## src/include/drive_regs_pkg.sv

```systemverilog
// Constants and register map of the drive status and command word bank
// Operation
// Trip word bits 0-2: excess current one, high bus voltage, outside fault.
// Trip word bit 3 emergency stop, bit 4 supply sag, bit 5 unused.
// Trip word bit 6 earth leakage, bit 7 drive heatsink over-temperature.
// Trip word bit 8 motor thermal, bit 9 motor load excess.
// Trip word bit 10 self-test fault, bit 12 excess current two, 11 unused.
// Trip word bit 13 add-on card fault, bit 14 output phase loss.
// Trip word bit 15 drive load capacity exceeded.
// Input word bits 0-7 show digital input terminals one to eight.
// Output word: relays one-four on bits 0-3, fault relay bit 7.
// Master issues stop by writing 1 over 0 in command bit 0.
// Rising command bit 1 starts forward rotation.
// Rising command bit 2 starts reverse rotation.
// Rising command bit 3 clears the latched trip condition.
// Rising command bit 4 performs an emergency stop.
// Command bits 6-7 read the active run source, read only.
// Command writes act at once, are volatile, revert at reset.
// Rising edge found against stored bit; 1 over 1 issues nothing.
// Trip bits hold while latched and clear on accepted fault reset.
package drive_regs_pkg;
   localparam int WORD_W = 16;
   localparam int ADDR_W = 16;
   localparam logic [ADDR_W-1:0] ADDR_CMD = 16'h0006;
   localparam logic [ADDR_W-1:0] ADDR_TRIP = 16'h000f;
   localparam logic [ADDR_W-1:0] ADDR_DIN = 16'h0010;
   localparam logic [ADDR_W-1:0] ADDR_DOUT = 16'h0011;
   localparam logic [ADDR_W-1:0] ADDR_MAIN_V = 16'h0012;
   localparam logic [ADDR_W-1:0] ADDR_SIGNED_V = 16'h0013;
   localparam logic [ADDR_W-1:0] ADDR_CURRENT = 16'h0014;
   localparam logic [ADDR_W-1:0] ADDR_SPEED = 16'h0015;
   // Command word fields
   localparam int CMD_STOP_BIT = 0;
   localparam int CMD_FWD_BIT = 1;
   localparam int CMD_REV_BIT = 2;
   localparam int CMD_FRST_BIT = 3;
   localparam int CMD_ESTOP_BIT = 4;
   localparam int CMD_BITS = 5;
   localparam int CMD_SRC_LSB = 6;
   localparam int CMD_SRC_MSB = 7;
   localparam int SRC_W = 2;
   localparam logic [CMD_BITS-1:0] CMD_RESET = 5'h00;
   // Trip word fields
   localparam int TRIP_EXC_CUR1_BIT = 0;
   localparam int TRIP_BUS_HIGH_BIT = 1;
   localparam int TRIP_EXT_FAULT_BIT = 2;
   localparam int TRIP_ESTOP_BIT = 3;
   localparam int TRIP_SUPPLY_SAG_BIT = 4;
   localparam int TRIP_SPARE_A_BIT = 5;
   localparam int TRIP_EARTH_BIT = 6;
   localparam int TRIP_HEATSINK_BIT = 7;
   localparam int TRIP_MOTOR_THERM_BIT = 8;
   localparam int TRIP_MOTOR_LOAD_BIT = 9;
   localparam int TRIP_SELFTEST_BIT = 10;
   localparam int TRIP_SPARE_B_BIT = 11;
   localparam int TRIP_EXC_CUR2_BIT = 12;
   localparam int TRIP_CARD_BIT = 13;
   localparam int TRIP_PHASE_LOSS_BIT = 14;
   localparam int TRIP_DRIVE_LOAD_BIT = 15;
   localparam logic [WORD_W-1:0] TRIP_USED_MASK = 16'hf7df;
   localparam logic [WORD_W-1:0] WORD_ZERO = 16'h0000;
   // Terminal word fields
   localparam int DIN_W = 8;
   localparam int RELAY_W = 4;
   localparam int FAULT_RELAY_BIT = 7;
   // Analog sample width, left justified so full scale reads 0xffc0
   localparam int ANALOG_W_DEF = 10;
endpackage

```

## src/drive_status_command_regs.sv

```systemverilog
// Drive status words and network command word register bank
`timescale 1ns/100ps
`default_nettype none
module drive_status_command_regs #(
   parameter int ANALOG_W = drive_regs_pkg::ANALOG_W_DEF
) (
   input wire logic core_clk_in, // 125 MHz core clock
   input wire logic arst_n_in, // Asynchronous reset, active low
   // Word access port from the network front end
   input wire logic [drive_regs_pkg::ADDR_W-1:0] reg_addr_in, // Word address
   input wire logic reg_rd_in, // Read strobe
   input wire logic reg_wr_in, // Write strobe
   input wire logic [drive_regs_pkg::WORD_W-1:0] reg_wdata_in, // Write data
   output logic [drive_regs_pkg::WORD_W-1:0] reg_rdata_out, // Read data
   output logic reg_ack_out, // Access done
   output logic reg_err_out, // Access refused
   // Trip condition pins, asynchronous
   input wire logic excess_current_trip_one_in, // Excess current one
   input wire logic high_bus_voltage_trip_in, // High bus voltage
   input wire logic outside_fault_trip_in, // Outside fault input
   input wire logic emergency_stop_trip_in, // Emergency stop terminal
   input wire logic supply_sag_trip_in, // Supply sag
   input wire logic earth_leakage_trip_in, // Earth leakage
   input wire logic drive_heatsink_trip_in, // Heatsink over-temperature
   input wire logic motor_thermal_trip_in, // Motor thermal
   input wire logic motor_load_excess_trip_in, // Motor load excess
   input wire logic hardware_selftest_fault_in, // Self-test fault
   input wire logic excess_current_trip_two_in, // Excess current two
   input wire logic card_fault_trip_in, // Add-on card fault
   input wire logic phase_loss_trip_in, // Output phase loss
   input wire logic drive_load_trip_in, // Drive load capacity exceeded
   // Terminal pins, asynchronous
   input wire logic [drive_regs_pkg::DIN_W-1:0] digital_input_in, // Inputs
   input wire logic [drive_regs_pkg::RELAY_W-1:0] relay_output_in, // Relays
   input wire logic fault_relay_contact_in, // Fault relay contact
   // Drive logic values, same clock
   input wire logic [ANALOG_W-1:0] main_voltage_input_in, // Voltage input
   input wire logic [ANALOG_W-1:0] signed_voltage_input_in, // Signed input
   input wire logic [ANALOG_W-1:0] current_input_in, // Current input
   input wire logic [drive_regs_pkg::WORD_W-1:0] shaft_speed_in, // Speed
   input wire logic [drive_regs_pkg::SRC_W-1:0] run_source_in, // Run source
   // Command pulses to the drive sequencer
   output logic stop_cmd_out, // Stop pulse
   output logic fwd_run_cmd_out, // Forward run pulse
   output logic rev_run_cmd_out, // Reverse run pulse
   output logic fault_reset_cmd_out, // Fault reset pulse
   output logic estop_cmd_out, // Emergency stop pulse
   output logic trip_latched_out // Any trip latched
);
   import drive_regs_pkg::*;

   localparam int SYNC_W = WORD_W + DIN_W + RELAY_W + 1;
   localparam int PAD_W = WORD_W - ANALOG_W;

   logic [WORD_W-1:0] trip_pin_w;
   logic [SYNC_W-1:0] sync_q;
   logic [WORD_W-1:0] trip_q;
   logic [DIN_W-1:0] din_q;
   logic [RELAY_W-1:0] relay_q;
   logic fault_q;
   logic [WORD_W-1:0] trip_set_w;
   logic [WORD_W-1:0] trip_r;
   logic [CMD_BITS-1:0] cmd_r;
   logic [CMD_BITS-1:0] cmd_rise_w;
   logic [CMD_BITS-1:0] pulse_r;
   logic [WORD_W-1:0] cmd_word_w;
   logic [WORD_W-1:0] dout_word_w;
   logic [WORD_W-1:0] rd_word_w;
   logic mapped_w;
   logic is_cmd_w;
   logic acc_w;
   logic acc_bad_w;
   logic cmd_wr_w;

   // R02: R03: R04: R05: R06: R07: trip bit order
   // Gather trip pins into word order; spare bits stay low
   always_comb
   begin
      trip_pin_w = WORD_ZERO;
      trip_pin_w[TRIP_EXC_CUR1_BIT] = excess_current_trip_one_in;
      trip_pin_w[TRIP_BUS_HIGH_BIT] = high_bus_voltage_trip_in;
      trip_pin_w[TRIP_EXT_FAULT_BIT] = outside_fault_trip_in;
      trip_pin_w[TRIP_ESTOP_BIT] = emergency_stop_trip_in;
      trip_pin_w[TRIP_SUPPLY_SAG_BIT] = supply_sag_trip_in;
      trip_pin_w[TRIP_EARTH_BIT] = earth_leakage_trip_in;
      trip_pin_w[TRIP_HEATSINK_BIT] = drive_heatsink_trip_in;
      trip_pin_w[TRIP_MOTOR_THERM_BIT] = motor_thermal_trip_in;
      trip_pin_w[TRIP_MOTOR_LOAD_BIT] = motor_load_excess_trip_in;
      trip_pin_w[TRIP_SELFTEST_BIT] = hardware_selftest_fault_in;
      trip_pin_w[TRIP_EXC_CUR2_BIT] = excess_current_trip_two_in;
      trip_pin_w[TRIP_CARD_BIT] = card_fault_trip_in;
      trip_pin_w[TRIP_PHASE_LOSS_BIT] = phase_loss_trip_in;
      trip_pin_w[TRIP_DRIVE_LOAD_BIT] = drive_load_trip_in;
   end

   // All pins share one synchroniser so a word is filtered uniformly
   pin_sync3 #(
      .W(SYNC_W)
   ) u_pin_sync (
      .clk_in(core_clk_in),
      .arst_n_in(arst_n_in),
      .d_in({trip_pin_w, digital_input_in, relay_output_in,
             fault_relay_contact_in}),
      .q_out(sync_q)
   );

   assign {trip_q, din_q, relay_q, fault_q} = sync_q;

   // network stop latches
   // A network emergency stop also latches the stop trip bit
   always_comb
   begin
      trip_set_w = trip_q & TRIP_USED_MASK;
      trip_set_w[TRIP_ESTOP_BIT] = trip_q[TRIP_ESTOP_BIT] |
                                   pulse_r[CMD_ESTOP_BIT];
   end

   // latch and clear
   // Set wins over the fault reset, so a trip present at reset stays
   always_ff @(posedge core_clk_in or negedge arst_n_in)
   begin
      if (!arst_n_in)
         trip_r <= WORD_ZERO;
      else if (pulse_r[CMD_FRST_BIT])
         trip_r <= trip_set_w;
      else
         trip_r <= trip_r | trip_set_w;
   end

   assign trip_latched_out = |trip_r;

   // Access decode
   assign acc_w = reg_rd_in | reg_wr_in;
   assign is_cmd_w = (reg_addr_in == ADDR_CMD);
   assign acc_bad_w = (reg_rd_in & reg_wr_in) | (acc_w & !mapped_w) |
                      (reg_wr_in & !is_cmd_w);
   assign cmd_wr_w = reg_wr_in & !reg_rd_in & is_cmd_w;

   // edge against stored
   assign cmd_rise_w = reg_wdata_in[CMD_BITS-1:0] & ~cmd_r;

   // volatile command
   // Command bits live only in flops; reset returns them to zero
   always_ff @(posedge core_clk_in or negedge arst_n_in)
   begin
      if (!arst_n_in)
         cmd_r <= CMD_RESET;
      else if (cmd_wr_w)
         cmd_r <= reg_wdata_in[CMD_BITS-1:0];
   end

   // R12: R13: rising pulses
   // One pulse per 0-to-1 write, in the cycle after the write
   always_ff @(posedge core_clk_in or negedge arst_n_in)
   begin
      if (!arst_n_in)
         pulse_r <= CMD_RESET;
      else if (cmd_wr_w)
         pulse_r <= cmd_rise_w;
      else
         pulse_r <= CMD_RESET;
   end

   assign stop_cmd_out = pulse_r[CMD_STOP_BIT];
   assign fwd_run_cmd_out = pulse_r[CMD_FWD_BIT];
   assign rev_run_cmd_out = pulse_r[CMD_REV_BIT];
   assign fault_reset_cmd_out = pulse_r[CMD_FRST_BIT];
   assign estop_cmd_out = pulse_r[CMD_ESTOP_BIT];

   // run source readback
   // Frequency and network error fields are not kept here; they read 0
   always_comb
   begin
      cmd_word_w = WORD_ZERO;
      cmd_word_w[CMD_BITS-1:0] = cmd_r;
      cmd_word_w[CMD_SRC_MSB:CMD_SRC_LSB] = run_source_in;
   end

   // output word layout
   always_comb
   begin
      dout_word_w = WORD_ZERO;
      dout_word_w[RELAY_W-1:0] = relay_q;
      dout_word_w[FAULT_RELAY_BIT] = fault_q;
   end

   // R08: read mux
   // Analog samples are left justified so full scale reads 0xffc0
   always_comb
   begin
      rd_word_w = WORD_ZERO;
      mapped_w = 1'b1;
      case (reg_addr_in)
         ADDR_CMD: rd_word_w = cmd_word_w;
         ADDR_TRIP: rd_word_w = trip_r;
         ADDR_DIN: rd_word_w[DIN_W-1:0] = din_q;
         ADDR_DOUT: rd_word_w = dout_word_w;
         ADDR_MAIN_V: rd_word_w = {main_voltage_input_in, {PAD_W{1'b0}}};
         ADDR_SIGNED_V: rd_word_w = {signed_voltage_input_in, {PAD_W{1'b0}}};
         ADDR_CURRENT: rd_word_w = {current_input_in, {PAD_W{1'b0}}};
         ADDR_SPEED: rd_word_w = shaft_speed_in;
         default: mapped_w = 1'b0;
      endcase
   end

   // Answer one cycle after the strobe; refused reads return zero
   always_ff @(posedge core_clk_in or negedge arst_n_in)
   begin
      if (!arst_n_in)
      begin
         reg_ack_out <= 1'b0;
         reg_err_out <= 1'b0;
         reg_rdata_out <= WORD_ZERO;
      end
      else
      begin
         reg_ack_out <= acc_w & !acc_bad_w;
         reg_err_out <= acc_bad_w;
         if (reg_rd_in)
            reg_rdata_out <= acc_bad_w ? WORD_ZERO : rd_word_w;
      end
   end

   // Helper for checks: trips that were set one cycle ago
   logic [WORD_W-1:0] trip_seen_r;
   logic [WORD_W-1:0] lost_w;
   logic rd_ok_w;

   always_ff @(posedge core_clk_in or negedge arst_n_in)
   begin
      if (!arst_n_in)
         trip_seen_r <= WORD_ZERO;
      else
         trip_seen_r <= trip_set_w;
   end

   assign lost_w = trip_seen_r & ~trip_r;
   assign rd_ok_w = reg_rd_in & !reg_wr_in;
endmodule
`default_nettype wire

```

## src/pin_sync3.sv

```systemverilog
// Three-stage pin synchroniser that passes a change once stages agree
`timescale 1ns/100ps
`default_nettype none
module pin_sync3 #(
   parameter int W = 1
) (
   input wire logic clk_in, // Core clock
   input wire logic arst_n_in, // Asynchronous reset, active low
   input wire logic [W-1:0] d_in, // Raw pin levels
   output logic [W-1:0] q_out // Filtered levels
);
   logic [W-1:0] s1_r;
   logic [W-1:0] s2_r;
   logic [W-1:0] s3_r;

   // Stage one feeds stage two only; a bit moves when two and three agree
   always_ff @(posedge clk_in or negedge arst_n_in)
   begin
      if (!arst_n_in)
      begin
         s1_r <= '0;
         s2_r <= '0;
         s3_r <= '0;
         q_out <= '0;
      end
      else
      begin
         s1_r <= d_in;
         s2_r <= s1_r;
         s3_r <= s2_r;
         for (int i = 0; i < W; i++)
         begin
            if (s2_r[i] == s3_r[i])
               q_out[i] <= s3_r[i];
         end
      end
   end
endmodule
`default_nettype wire

```

## config.mk

```make
export PLATFORM = sky130hd
export DESIGN_NAME = drive_status_command_regs
export DESIGN_NICKNAME = d
export VERILOG_FILES = /design/src/include/drive_regs_pkg.sv /design/src/drive_status_command_regs.sv /design/src/pin_sync3.sv
export SDC_FILE = /design/constraint.sdc
export NUM_CORES = 1
export LEC_CHECK = 0
export BUFFER_PORTS_ARGS = -buffer_cell sky130_fd_sc_hd__clkbuf_2
export CAP_MARGIN = 20
export CORE_ASPECT_RATIO = 0.5
export CORE_MARGIN = 5
export CORE_UTILIZATION = 45
export DETAILED_ROUTE_END_ITERATION = 6
export HOLD_SLACK_MARGIN = 0.08
export PLACE_DENSITY = 0.72
export SLEW_MARGIN = 25
export SYNTH_ARGS = -nofsm -noshare
export SYNTH_HDL_FRONTEND = slang
export SYNTH_HIERARCHICAL = 1
export SYNTH_SLANG_ARGS = --single-unit
```

## constraint.sdc

```tcl
create_clock -name core_clk_in -period 3.3 [get_ports core_clk_in]
set_clock_uncertainty 0.15 [all_clocks]
set_input_delay 0.495 -clock core_clk_in [delete_from_list [all_inputs] [get_ports core_clk_in]]
set_output_delay 0.495 -clock core_clk_in [all_outputs]
set_load 0.05 [all_outputs]
```

==> metrics.md <==
| Metric | Value |
|---|---|
| Status | complete, no violations |
| Comb pwr share | 0.053 |
| Area Overhead vs Synth | 31.5% |
| Clk buf depth | 2 |
| Die height | 87.4 microns |
| Total track usage | 0.178 |
| FF-to-FF Start | u_pin_sync/q_out[11] |
| Synth Cell Area | 5390 sq um |
| Routed len/inst | 17.1 microns |
| Min Tclk post-route | 2230 ps |
| Max VDD drop | 0.000251 V |
| Placer Congestion | 0.825 |
| Pleak | 0.00306 uW |
| Antenna Violating Nets Remaining | 0 |
| Clk pwr share | 0.463 |
| Layout cells sized above 1 | 0.399 |
| CP endpoint kind | output port |
| Antenna diodes | 0 |
| Power Internal | 3060 uW |
| H-tree depth | 4 |
| Final Hold Vio Count | 0 |
| Syn avg cell area | 15.1 sq um |
| Vias per inst | 5.22 |
| Die extent in x | 165 microns |
| Worst hold slack | 177 ps |
| Clock latency on the worst-skew pair | 420 ps |
| I/O Pins | 135 |
| Achievable frequency | 449 MHz |
| CTS tree | yes |
| Dpl hpwl | 8.43 mm |
| Min-delay src | reg_wdata_in[0] |
| Setup crit start | trip_r[2] |
| Max FO, Critical Path | 3 |
| Largest net degree at the start of global routing | 83 |
| Setup slack, reg-to-reg | 1690 ps |
| Crit Path Class | flip-flop to output port |
| Iter 0 DRT Violations | 270 |
| Fin crit share | 0.674 |
| Worst hold path class | input pin to flip-flop |
| Core region area | 11800 sq um |
| RSZ-0062 raised after global routing | no |
| Max cap viols | 0 |
| Overall power | 4070 uW |
| Startpoint types | flip-flop |
| Largest stage delay on the critical path | 420 ps |
| YS warnings | 6 |
| CP cell instances | nor4_1, nand4_1, clkbuf_2 |
| Via count | 3650 |
| DRT Pass-1 Iters | 6 |
| Tightest Pin Transition | 737 ps |
| Synthesized instance count | 357 |
| PD cells | 574 nW/um^2 |
| Setup_tns | 0 ps |
| Sequential share of power | 0.483 |
| Filler cells | 921 |
| Clock transition at path regs | 70 ps |
| Delay-heaviest family, CP | simple AND/OR/NAND/NOR gates |
| Root Buffer Master | clkbuf_16 |
| Initial Util | 0.458 |
| Syn_nets | 468 |
| Num rows | 28 |
| Switching Power | 1010 uW |
| Global route overflow | 0 |
| Worst path required time | 2650 ps |
| Post-CTS Setup Inserts | 0 |
| Final Slew Violations | 0 |
| Rel. slew slack | 0.508 |
| Clock Sinks | 150 |
| Nets | 632 |
| Number of port buffers | 123 |
| First-pass GRT wire length | 19.4 mm |
| Post-Place Cells | 639 |
| DRC violations left | 0 |
| Setup-failing EPs final | 0 |
| Final wirelength | 12.0 mm |
| Worst Path Arrival | 1580 ps |
| Die Area | 14400 sq um |
| Sw frac | 0.249 |
| CP Buf/Inv Count | 1 |
| Initial antenna violation count | 0 |
| Layout Cells excl Fill | 699 |
| Critical Path Slowest Stage Cell | dfrtp_1 |
| Number of CTS-inserted buffers | 17 |
| Most frequent cells in the layout | dfrtp_1 (150), clkbuf_2 (122), dlygate4sd3_1 (28) |
| Commonest non-fill, non-tap cell in the layout | dfrtp_1 |
| Vias in the first global route | 3680 |
[sequential cells by signal, indices dropped and copies added, names as in the netlist]
signal and cells:
u_pin_sync/q_out 27, u_pin_sync/s1_r 27, u_pin_sync/s2_r 27, u_pin_sync/s3_r 27, reg_rdata_out 16, trip_r 14
cmd_r 5, pulse_r 5, reg_ack_out 1, reg_err_out 1
[power groups by stage]
stage	logic [uW]	clock network [uW]	registers [uW]
CTS	221	1920	1970
finish	217	1890	1970
global placement	190	0	2000
detailed placement	194	0	2000
floorplan	72.8	0	1990
global route	242	2000	1980
[worst paths after layout]
kind | to | cells past startpoint
worst min register to register | u_pin_sync/s2_r[1] | 0
worst min-delay path | cmd_r[0] | 2
max in group asynchronous | u_pin_sync/q_out[0] | 3
min in group asynchronous | u_pin_sync/s1_r[14] | 2
worst max register to register | reg_rdata_out[6] | 5
worst max-delay path | trip_latched_out | 3
[per-stage QoR]
stage	instance area [sq um]	setup slack (ps)	util
3_3_place_gp	6210	829	0.528
5_1_grt	7090	972	0.602
3_5_place_dp	6210	789	0.528
6_report	7090	1070	0.602
4_1_cts	7090	1050	0.602
2_1_floorplan	5390	1270	-
[worst reg2reg max path, cell delays in order (launching register included)]
cell and delay, ps:
dfrtp_1 380, mux2_2 260, a22oi_1 140, o32ai_1 130
a222oi_1 320, o2bb2ai_1 100
[layout make-up]
| cell class | count | area (sq um) | area share |
|---|---|---|---|
| tap | 165 | 206 | 0.0291 |
| timing repair buffer | 154 | 937 | 0.132 |
| inverter | 3 | 11.3 | 0.00159 |
| sequential | 150 | 3750 | 0.530 |
| clock buffer | 17 | 425 | 0.0600 |
| multi-input combinational | 195 | 1580 | 0.223 |
| clock inverter | 15 | 170 | 0.0240 |
[per-layer routing]
| layer | vias to the layer above | routed length [microns] | global-route usage |
|---|---|---|---|
| li1 | 1685 | - | - |
| met3 | 14 | 693 | 0.0426 |
| met4 | 0 | 141 | 0.0626 |
| met2 | 111 | 5890 | 0.282 |
| met5 | - | 0 | 0 |
| met1 | 1840 | 5230 | 0.245 |
[what timing repair did]
| action | 4_1_cts | 5_1_grt |
|---|---|---|
| setup endpoints to repair | 0 | 0 |
| gates resized for setup | 0 | 0 |
| hold endpoints to repair | 107 | 0 |
| hold buffers | 28 | 0 |
Power figures use the tool's default switching activity.
